$ cat src/umd_pkg.sv
package umd_pkg;
    // Register offsets of the device (byte addresses, one word each)
    localparam logic [3:0] OFS_CTRL_A   = 4'h0;
    localparam logic [3:0] OFS_CTRL_B   = 4'h4;
    localparam logic [3:0] OFS_DATA     = 4'h8;
    localparam logic [3:0] OFS_IRQ_STAT = 4'hC;

    // Bit positions in serial_ctrl_status_a
    localparam int BIT_RXC  = 0;
    localparam int BIT_TXC  = 1;
    localparam int BIT_FE   = 2;
    localparam int BIT_PE   = 3;
    localparam int BIT_OVR  = 4;
    localparam int BIT_AFM  = 5;
    localparam int BIT_DSP  = 6;
    localparam int BIT_RX9  = 7;
    localparam int BIT_TX9  = 8;

    // Bit positions in the control word b
    localparam int BIT_SZ_LO  = 0;
    localparam int BIT_TWOSTP = 3;
    localparam int BIT_PAREN  = 4;
    localparam int BIT_PARODD = 5;
    localparam int BIT_DIV_LO = 16;

    // Character size code that selects nine-bit frames
    localparam logic [2:0] SZ_NINE = 3'h7;
    localparam int NUM_EVT = 3;

    // Oversampling and majority-vote sample positions
    localparam logic [3:0] OVS_NORM  = 4'hF;  // 16 samples, last index
    localparam logic [3:0] OVS_DBL   = 4'h7;  // 8 samples, last index
    localparam logic [3:0] FIRST_NRM = 4'h8;
    localparam logic [3:0] MID_NRM   = 4'h9;
    localparam logic [3:0] LAST_NRM  = 4'hA;
    localparam logic [3:0] FIRST_DBL = 4'h4;
    localparam logic [3:0] MID_DBL   = 4'h5;
    localparam logic [3:0] LAST_DBL  = 4'h6;

    // Receiver states, Gray coded along the usual path from RX_IDLE to RX_DONE; RX_DONE back to RX_IDLE flips two bits
    typedef enum logic [2:0] {
        RX_IDLE  = 3'b000,
        RX_START = 3'b001,
        RX_BITS  = 3'b011,
        RX_STOP  = 3'b010,
        RX_DONE  = 3'b110
    } umd_rx_state_t;

    // Transmitter states
    typedef enum logic [1:0] {
        TX_IDLE  = 2'b00,
        TX_SHIFT = 2'b01,
        TX_END   = 2'b11
    } umd_tx_state_t;
endpackage : umd_pkg

$ cat src/umd_line_if.sv
`timescale 1ns/100ps
// Shared serial line between the master transmitter and the slave receiver
interface umd_line_if;
    logic m2s_line;  // Master to slave, idle high
    logic s2m_line;  // Slave to master, idle high

    modport master (output m2s_line, input s2m_line);
    modport slave  (input m2s_line, output s2m_line);
endinterface : umd_line_if

$ cat src/umd_oversampler.sv
`timescale 1ns/100ps
// Sample-rate enable and majority vote over the three centre samples
module umd_oversampler
    import umd_pkg::*;
#(
    parameter int DIV_W = 12
) (
    input  wire logic             clk_i,
    input  wire logic             rst_i,
    input  wire logic [DIV_W-1:0] divisor_i,
    input  wire logic             dbl_i,
    input  wire logic             line_i,
    input  wire logic             restart_i,
    output logic                  tick_o,
    output logic                  bit_end_o,
    output logic                  vote_o,
    output logic                  vote_valid_o
);
    logic [DIV_W-1:0] div_reg;
    logic [3:0]       smp_reg;
    logic [2:0]       win_reg;

    wire logic [3:0] last_idx = dbl_i ? OVS_DBL : OVS_NORM;
    wire logic [3:0] first_s  = dbl_i ? FIRST_DBL : FIRST_NRM;
    wire logic [3:0] mid_s    = dbl_i ? MID_DBL : MID_NRM;
    wire logic [3:0] last_s   = dbl_i ? LAST_DBL : LAST_NRM;
    wire logic       tick     = (div_reg == '0);
    wire logic [3:0] smp_num  = smp_reg + 4'h1;                    // Samples counted from one
    wire logic       in_win   = (smp_num == first_s) || (smp_num == mid_s) || (smp_num == last_s);

    // Sample-rate divider and sample counter, restarted on a start edge
    always_ff @(posedge clk_i) begin
        if (rst_i || restart_i) begin
            div_reg <= divisor_i;
            smp_reg <= '0;
        end else if (tick) begin
            div_reg <= divisor_i;
            smp_reg <= (smp_reg == last_idx) ? 4'h0 : smp_reg + 4'h1;
        end else begin
            div_reg <= div_reg - DIV_W'(1);
        end
    end

    // Three-sample window shift register
    always_ff @(posedge clk_i) begin
        if (rst_i || restart_i) begin
            win_reg <= '0;
        end else if (tick && in_win) begin
            win_reg <= {win_reg[1:0], line_i};
        end
    end

    // Two of three wins; valid on the sample tick after the third sample
    assign vote_o       = (win_reg[0] & win_reg[1]) | (win_reg[0] & win_reg[2]) | (win_reg[1] & win_reg[2]);
    assign tick_o       = tick;
    assign vote_valid_o = tick && (smp_reg == last_s);                                      // see R4
    assign bit_end_o    = tick && (smp_reg == last_idx);
endmodule : umd_oversampler

$ cat src/umd_slave_end.sv
`timescale 1ns/100ps
// Notes on behaviour
// oversample 16 normal, 8 double speed
// first vote sample 8 or 4
// middle vote sample 9 or 5
// accept slow data to 95.36/96.00 percent
// accept fast data to 104.58/103.90 percent
// each side keeps half the error
// filter mode drops non-address frames
// frame type: stop bit, or ninth bit
// type one is address, zero data
// transmitter ignores filter mode
// address frames stored and flagged normally
// master sends nine-bit frames, ninth marks address
// software clears or sets filter mode
// short frames need two stop bits
// one character size for both directions
// filter bit shares word with tx flag
// majority vote each bit, first stop only
// dropped frames change no status
module umd_slave_end
    import umd_pkg::*;
#(
    parameter int DIV_W = 12
) (
    input  wire logic        clk_i,
    input  wire logic        rst_i,
    input  wire logic [3:0]  wb_adr_i,
    input  wire logic [31:0] wb_dat_i,
    input  wire logic [3:0]  wb_sel_i,
    input  wire logic        wb_we_i,
    input  wire logic        wb_cyc_i,
    input  wire logic        wb_stb_i,
    output logic [31:0]      wb_dat_o,
    output logic             wb_ack_o,
    output logic             irq_o,
    umd_line_if.slave        line
);
    umd_rx_state_t    rx_st_reg;
    umd_tx_state_t    tx_st_reg;
    logic [8:0]       ctrl_a_reg;
    logic [31:0]      ctrl_b_reg;
    logic [2:0]       irq_stat_reg;
    logic [2:0]       irq_mask_reg;
    logic [8:0]       rx_sh_reg;
    logic [3:0]       rx_cnt_reg;
    logic             rx_par_reg;
    logic [8:0]       rx_buf_reg;
    logic             buf_full_reg;
    logic             line_q_reg;
    logic [10:0]      tx_sh_reg;
    logic [3:0]       tx_cnt_reg;
    logic             tx_line_reg;
    logic             ack_reg;
    logic [31:0]      rdat_reg;
    logic             irq_reg;

    // Bus decode
    wire logic        acc     = wb_cyc_i && wb_stb_i && !ack_reg;
    wire logic        wr      = acc && wb_we_i && wb_sel_i[0];
    wire logic        rd      = acc && !wb_we_i;
    wire logic        hit_a   = (wb_adr_i == OFS_CTRL_A);
    wire logic        hit_b   = (wb_adr_i == OFS_CTRL_B);
    wire logic        hit_d   = (wb_adr_i == OFS_DATA);
    wire logic        hit_i   = (wb_adr_i == OFS_IRQ_STAT);
    wire logic        rd_data = rd && hit_d;
    wire logic        wr_data = wr && hit_d;

    // Configuration fields, all but afm shared by both directions
    wire logic [2:0]       sz      = ctrl_b_reg[BIT_SZ_LO +: 3];
    wire logic             nine    = (sz == SZ_NINE);
    wire logic [3:0]       nbits   = nine ? 4'h9 : {1'b0, sz} + 4'h5;   // Data bits per frame
    wire logic             par_en  = ctrl_b_reg[BIT_PAREN];
    wire logic [DIV_W-1:0] divisor = ctrl_b_reg[BIT_DIV_LO +: DIV_W];
    wire logic             dbl     = ctrl_a_reg[BIT_DSP];
    wire logic             afm     = ctrl_a_reg[BIT_AFM];

    // Receiver sampling
    logic vote, vote_ok;
    wire logic restart = (rx_st_reg == RX_IDLE) && line_q_reg && !line.m2s_line;

    umd_oversampler #(.DIV_W(DIV_W)) u_ovs (
        .clk_i        (clk_i),
        .rst_i        (rst_i),
        .divisor_i    (divisor),
        .dbl_i        (dbl),
        .line_i       (line.m2s_line),
        .restart_i    (restart),
        .tick_o       (),
        .bit_end_o    (),
        .vote_o       (vote),
        .vote_valid_o (vote_ok)
    );

    // Frame assembly; type bit is the ninth data bit or the first stop bit
    wire logic ftype    = nine ? rx_sh_reg[8] : vote;
    wire logic keep     = !afm || ftype;                                 // see R7
    wire logic par_bad  = par_en && (rx_par_reg ^ ctrl_b_reg[BIT_PARODD] ^ (^rx_sh_reg));
    wire logic stop_hit = (rx_st_reg == RX_STOP) && vote_ok;
    wire logic store    = stop_hit && keep;                              // see R11
    wire logic [8:0] rx_word = rx_sh_reg >> (4'h9 - nbits);

    // Receive state machine: start check, data, parity, one stop bit
    always_ff @(posedge clk_i) begin
        if (rst_i) begin
            rx_st_reg  <= RX_IDLE;
            rx_sh_reg  <= '0;
            rx_cnt_reg <= '0;
            rx_par_reg <= 1'b0;
            line_q_reg <= 1'b1;
        end else begin
            line_q_reg <= line.m2s_line;
            case (rx_st_reg)
                RX_IDLE:  if (restart) rx_st_reg <= RX_START;
                RX_START: if (vote_ok) begin
                    rx_st_reg  <= vote ? RX_IDLE : RX_BITS;
                    rx_cnt_reg <= nbits + {3'h0, par_en};
                end
                RX_BITS:  if (vote_ok) begin
                    if (par_en && rx_cnt_reg == 4'h1) rx_par_reg <= vote;
                    else rx_sh_reg <= {vote, rx_sh_reg[8:1]};
                    rx_cnt_reg <= rx_cnt_reg - 4'h1;
                    if (rx_cnt_reg == 4'h1) rx_st_reg <= RX_STOP;
                end
                RX_STOP:  if (vote_ok) rx_st_reg <= RX_DONE;
                RX_DONE:  rx_st_reg <= RX_IDLE;                          // Next start may follow at once
                default:  rx_st_reg <= RX_IDLE;
            endcase
        end
    end

    // Transmitter, unaware of filter mode
    wire logic [3:0] tx_len = nbits + {3'h0, par_en} + {3'h0, ctrl_b_reg[BIT_TWOSTP]} + 4'h1;
    wire logic       tx_par = par_en & (ctrl_b_reg[BIT_PARODD] ^ (^ctrl_a_reg[BIT_TX9]) ^ 1'b0);
    wire logic [8:0] tx_word = nine ? {ctrl_a_reg[BIT_TX9], wb_dat_i[7:0]} : {1'b0, wb_dat_i[7:0]};
    // Own bit timing, restarted by each accepted write so the start bit is full length
    logic      tx_bit_end;
    wire logic tx_go = (tx_st_reg == TX_IDLE) && wr_data;
    umd_oversampler #(.DIV_W(DIV_W)) u_tx_ovs (
        .clk_i        (clk_i),
        .rst_i        (rst_i),
        .divisor_i    (divisor),
        .dbl_i        (dbl),
        .line_i       (1'b1),
        .restart_i    (tx_go),
        .tick_o       (),
        .bit_end_o    (tx_bit_end),
        .vote_o       (),
        .vote_valid_o ()
    );
    wire logic       tx_end  = (tx_st_reg == TX_SHIFT) && tx_bit_end && (tx_cnt_reg == 4'h0);

    always_ff @(posedge clk_i) begin
        if (rst_i) begin
            tx_st_reg   <= TX_IDLE;
            tx_sh_reg   <= '1;
            tx_cnt_reg  <= '0;
            tx_line_reg <= 1'b1;
        end else begin
            case (tx_st_reg)
                TX_IDLE: if (wr_data) begin
                    tx_sh_reg   <= {2'b11, tx_word} | (11'h7FF << nbits);   // Unused bits become stop bits
                    tx_line_reg <= 1'b0;
                    tx_cnt_reg  <= tx_len;
                    tx_st_reg   <= TX_SHIFT;
                end
                TX_SHIFT: if (tx_bit_end) begin
                    tx_line_reg <= tx_sh_reg[0] ^ (par_en && tx_cnt_reg == tx_len - nbits - 4'h0 ? tx_par : 1'b0);
                    tx_sh_reg   <= {1'b1, tx_sh_reg[10:1]};
                    tx_cnt_reg  <= tx_cnt_reg - 4'h1;
                    if (tx_cnt_reg == 4'h0) tx_st_reg <= TX_IDLE;
                end
                default: tx_st_reg <= TX_IDLE;
            endcase
        end
    end

    // Status and control word a: set beats a write-one clear
    always_ff @(posedge clk_i) begin
        if (rst_i) begin
            ctrl_a_reg   <= '0;
            ctrl_b_reg   <= '0;
            rx_buf_reg   <= '0;
            buf_full_reg <= 1'b0;
        end else begin
            if (wr && hit_a) begin
                ctrl_a_reg[BIT_AFM] <= wb_dat_i[BIT_AFM];
                ctrl_a_reg[BIT_DSP] <= wb_dat_i[BIT_DSP];
                ctrl_a_reg[BIT_TX9] <= wb_dat_i[BIT_TX9];
                if (wb_dat_i[BIT_TXC]) ctrl_a_reg[BIT_TXC] <= 1'b0;
            end
            if (wr && hit_b) ctrl_b_reg <= wb_dat_i;
            if (tx_end) ctrl_a_reg[BIT_TXC] <= 1'b1;
            if (rd_data) begin
                buf_full_reg         <= 1'b0;
                ctrl_a_reg[BIT_RXC]  <= 1'b0;
            end
            if (store) begin
                rx_buf_reg          <= rx_word;
                buf_full_reg        <= 1'b1;
                ctrl_a_reg[BIT_RXC] <= 1'b1;
                ctrl_a_reg[BIT_FE]  <= ~vote;
                ctrl_a_reg[BIT_PE]  <= par_bad;
                ctrl_a_reg[BIT_OVR] <= buf_full_reg && !rd_data;
                ctrl_a_reg[BIT_RX9] <= nine & rx_word[8];
            end
        end
    end

    // Interrupt status: receive done, transmit done, frame error
    wire logic [NUM_EVT-1:0] evt = {store && !vote, tx_end, store};
    always_ff @(posedge clk_i) begin
        if (rst_i) begin
            irq_stat_reg <= '0;
            irq_mask_reg <= '0;
            irq_reg      <= 1'b0;
        end else begin
            irq_stat_reg <= (irq_stat_reg & ~((wr && hit_i) ? wb_dat_i[NUM_EVT-1:0] : '0)) | evt;
            if (wr && hit_i) irq_mask_reg <= wb_dat_i[16 +: NUM_EVT];
            irq_reg <= |(irq_stat_reg & irq_mask_reg);
        end
    end

    // Read mux, one-cycle ack
    wire logic [31:0] rmux = hit_a ? {23'h0, ctrl_a_reg} :
                             hit_b ? ctrl_b_reg :
                             hit_d ? {23'h0, rx_buf_reg} :
                             hit_i ? {13'h0, irq_mask_reg, 13'h0, irq_stat_reg} : 32'h0;
    always_ff @(posedge clk_i) begin
        if (rst_i) begin
            ack_reg  <= 1'b0;
            rdat_reg <= '0;
        end else begin
            ack_reg  <= acc;
            rdat_reg <= rd ? rmux : 32'h0;
        end
    end

    assign wb_ack_o      = ack_reg;
    assign wb_dat_o      = rdat_reg;
    assign irq_o         = irq_reg;
    assign line.s2m_line = tx_line_reg;
endmodule : umd_slave_end

$ cat src/flat_wrapper.sv
// flat-port wrapper written by rule: the top's interface ports become plain ports
module umd_slave_end_flat import umd_pkg::*;
#(
    parameter int DIV_W = 12
)
  (clk_i, rst_i, wb_adr_i, wb_dat_i, wb_sel_i, wb_we_i, wb_cyc_i, wb_stb_i, wb_dat_o, wb_ack_o, irq_o, line_m2s_line, line_s2m_line);
  umd_line_if line_i ();
  input  wire logic clk_i;
  input  wire logic rst_i;
  input  wire logic [3:0] wb_adr_i;
  input  wire logic [31:0] wb_dat_i;
  input  wire logic [3:0] wb_sel_i;
  input  wire logic wb_we_i;
  input  wire logic wb_cyc_i;
  input  wire logic wb_stb_i;
  output logic [31:0] wb_dat_o;
  output logic wb_ack_o;
  output logic irq_o;
  input wire logic [$bits(line_i.m2s_line)-1:0] line_m2s_line;
  output wire logic [$bits(line_i.s2m_line)-1:0] line_s2m_line;
  assign line_i.m2s_line = line_m2s_line;
  assign line_s2m_line = line_i.s2m_line;
  umd_slave_end #(.DIV_W(DIV_W)) u_core (.clk_i(clk_i), .rst_i(rst_i), .wb_adr_i(wb_adr_i), .wb_dat_i(wb_dat_i), .wb_sel_i(wb_sel_i), .wb_we_i(wb_we_i), .wb_cyc_i(wb_cyc_i), .wb_stb_i(wb_stb_i), .wb_dat_o(wb_dat_o), .wb_ack_o(wb_ack_o), .irq_o(irq_o), .line(line_i));
endmodule
$ cat config.mk
export PLATFORM = sky130hd
export DESIGN_NAME = umd_slave_end_flat
export DESIGN_NICKNAME = d
export VERILOG_FILES = /design/src/umd_pkg.sv /design/src/umd_line_if.sv /design/src/umd_oversampler.sv /design/src/umd_slave_end.sv /design/src/flat_wrapper.sv
export SDC_FILE = /design/constraint.sdc
export NUM_CORES = 1
export LEC_CHECK = 0
export ABC_AREA = 1
export BUFFER_PORTS_ARGS = -buffer_cell sky130_fd_sc_hd__clkbuf_2
export CORE_MARGIN = 8
export CORE_UTILIZATION = 47
export DETAILED_ROUTE_END_ITERATION = 10
export PLACE_DENSITY = 0.69
export SYNTH_ARGS = -nofsm -noshare
export SYNTH_HDL_FRONTEND = slang
export SYNTH_SLANG_ARGS = --single-unit
$ cat constraint.sdc
create_clock -name clk_i -period 3.15 [get_ports clk_i]
set_clock_uncertainty 0.05 [all_clocks]
set_input_delay 0.4725 -clock clk_i [delete_from_list [all_inputs] [get_ports clk_i]]
set_output_delay 0.4725 -clock clk_i [all_outputs]
set_load 0.005 [all_outputs]
==> results.md <==
* Outcome: finished clean
* Critical path class: reg -> reg
* Largest net degree at the start of global routing at 56
* DP HPWL at 13,800 µm
* Chip width at 142 µm
* First-pass GRT wire length at 30,600 µm
* Slew at the pin closest to its max-slew limit at 956 ps
* CP Launch Type: flip-flop
* Fmax at 350 MHz
* Clock buffer count from CTS at 17
* Clk buf depth at 2
* CTS hold repair buffers at 0
* Final setup violation count at 0
* CORE AREA at 0.0157 mm²
* Final Cell Area at 0.00862 mm²
* Area delta synth->final at 15.8%
* Clock group share of total power at 38.5%
* Most frequent cell after synthesis: nand2_1
* Hold Crit Class: in -> reg
* Port bufs at 77
* First-pass iteration count of the detailed router at 7
* Initial core utilization at 47.5%
* Worst-Skew Late Latency at 430 ps
* Top cell type by total area after synthesis: dfxtp_1
* Layout Cells excl Fill at 1,306
* FFs w/ async S/R, synth at 0%
* Tot Pwr at 5.34 mW
* All-Layer GR Usage at 19.1%
* Pwr/cell area at 620 mW/mm²
* CP Capture Point: u_core.line.s2m_line$_SDFFE_PP1P_
* Die ar. at 0.0201 mm²
* Share of cells above drive strength 1 at 15.6%
* Remaining antenna violation count at 0
* CTS Sinks at 158
* Unique masters post-synth at 46
* CP delay by family, top: adder cells
* DRT iter0 DRCs at 512
* Grt ovf at 0
* Commonest cells post-synth: nand2_1, dfxtp_1, inv_1
* Synth Area per Inst at 7.43 µm²
* Stages on the worst setup path at 16
* DRC violation count after routing at 0
* Switch share at 30.6%
* Switch Pwr at 1.64 mW
* Slew Viols, Final at 0
* Setup TNS after final layout at 0 ps
* FF-to-FF path depth at 16
* Slowest CP cell: dfxtp_2
* # diodes at 0
* Seq/Total Area, Yosys at 42.5%
* Slew Limit Headroom at 36.0%
* CTS tree: built
* Peak VDD IR at 0.391 mV
* RSZ-0062 raised after global routing: false
* Logic gate share of total power at 18.7%
* Buffers plus inverters on the worst setup path at 0
* Avg WL per Cell at 14.3 µm
* CP Data Required Time at 3420 ps
* Critical Path Sink Type: flip-flop
* Wirelength, routed at 18,700 µm
* Dpl cells at 1,274
* RR Endpoint: u_core.line.s2m_line$_SDFFE_PP1P_
* Yosys top cell area share at 42.5%
* H-tree depth at 4
* Power Internal at 3.70 mW
* Via count at 6,536
* Synth area leaders: dfxtp_1, nand2_1, inv_1
* Leakage dissipation at 3.59 nW
* Crit path largest cell delay at 350 ps
* Part of the power in registers at 42.7%
* Area of placed instances at 0.00802 mm²
* Critical path's most frequent cell: nand2_1
* Maximum Capacitance Violations at 0
* Worst R2R Start: u_core.ctrl_b_reg[1]$_SDFFE_PP0P_
* Synth Net Count at 1,072
* Crit Path Max Fanout at 5
* EDFF count, synth at 0
* Final period util at 90.7%
* Critical Path AT at 3120 ps
* Hold Violations, Final at 0
* Flop-to-flop setup slack at 290 ps
* Reg clk slew, reported paths at 70 ps
* Gate Count Post-Synth at 1,001
* Core Rows at 46
* Die H at 142 µm
* Ys flop type: dfxtp_1
* Initial antenna violation count at 0
* Syn. warnings at 0
* GPL Wtd Cong at 0.856
* Vias in the first global route at 6,141
* Root Buffer: clkbuf_16
* Beginning of the critical path: u_core.ctrl_b_reg[1]$_SDFFE_PP0P_
* I/O Pins at 81
* Via density at 5.00
* CP cell instances: ha_2, nand2_1, nand2_1, ha_1, ha_1, ha_1, xor2_1, ha_1, a21oi_1, nand2_1, nand2_1, nand2_1, nand2_1, nand4_1, nand3_1, nand2_1
* Post-CTS Setup Inserts at 0
* Fin Hold WS at 231 ps
* Total Nets Final at 1,148
* Yosys reg bits at 158
* Crit path time final at 2860 ps
* Mapped cell area at 0.00744 mm²
[per-layer routing]
metal / global-route usage, % / part of all wire, % / up-vias
li1: - / - / 3402
met1: 24.0 / 46 / 2968
met2: 31.9 / 48 / 149
met3: 3.97 / 4.2 / 17
met4: 6.78 / 1.6 / 0
met5: 0 / 0 / -
[power by group through the flow]
stage | Sequential, mW | Clock (mW) | Combinational, mW
after floorplan | 2.29 | 0 | 0.823
after global placement | 2.32 | 0 | 0.968
after detailed placement | 2.32 | 0 | 0.991
after CTS | 2.28 | 2.09 | 1.00
after global routing | 2.30 | 2.17 | 1.15
final | 2.28 | 2.06 | 1.00
[layout make-up]
type	count	area, µm²
tap	216	270
sequential	158	3170
clock inverter	14	160
inverter	135	509
timing repair buffer	87	460
multi-input combinational	678	3620
fill	1522	7040
clock buffer	18	429
[worst min-delay path by stage]
stage,startpoint,end,depth (start not counted)
floorplan,u_core.u_ovs.div_reg[0]$_DFF_P_,u_core.u_ovs.div_reg[0]$_DFF_P_,1
global placement,u_core.ctrl_b_reg[30]$_SDFFE_PP0P_,u_core.wb_dat_o[30]$_SDFF_PP0_,2
detailed placement,u_core.ctrl_b_reg[15]$_SDFFE_PP0P_,u_core.wb_dat_o[15]$_SDFF_PP0_,2
CTS,line_m2s_line,u_core.line_q_reg$_SDFF_PP1_,2
global route,line_m2s_line,u_core.line_q_reg$_SDFF_PP1_,2
finish,line_m2s_line,u_core.line_q_reg$_SDFF_PP1_,2
[logic make-up after synthesis]
kind of cell	count (synthesis)	synth area share (%)
buf+inv	165	8.81
compound gates	230	17.3
xor+xnor	32	3.77
simple gates	391	23.4
flops	158	42.5
fa+ha+maj	25	4.20
[layout by cell type (no fill, tap or decap), types with 6 or more instances in the layout]
cell type    n
clkbuf_16   17
nand2_1    201
dfxtp_1    156
inv_2        9
o21ai_0     83
inv_1      124
nor2_2       7
nor3_1       9
xor2_1      17
nor2_1     100
nand3_1     37
o211ai_1    10
o22ai_1      6
o21ai_1     20
nand4_1     10
xnor2_1     15
clkbuf_2    77
nor2_4       6
buf_4       10
ha_1        24
a21oi_1     87
[timing repair]
| action | CTS | global route |
|---|---|---|
| setup endpoints to repair | 0 | 1 |
| endpoints found under the hold margin | 0 | 0 |
| gates resized for setup | 0 | 3 |
[through the flow]
| stage | worst slack [ps] | util, % |
|---|---|---|
| after floorplan | 124 | - |
| after global placement | 294 | 51.3 |
| after detailed placement | 233 | 51.3 |
| after CTS | 218 | 55.0 |
| after global routing | 24.0 | 55.1 |
| final | 292 | 55.1 |
(Power assumes the default switching activity.)
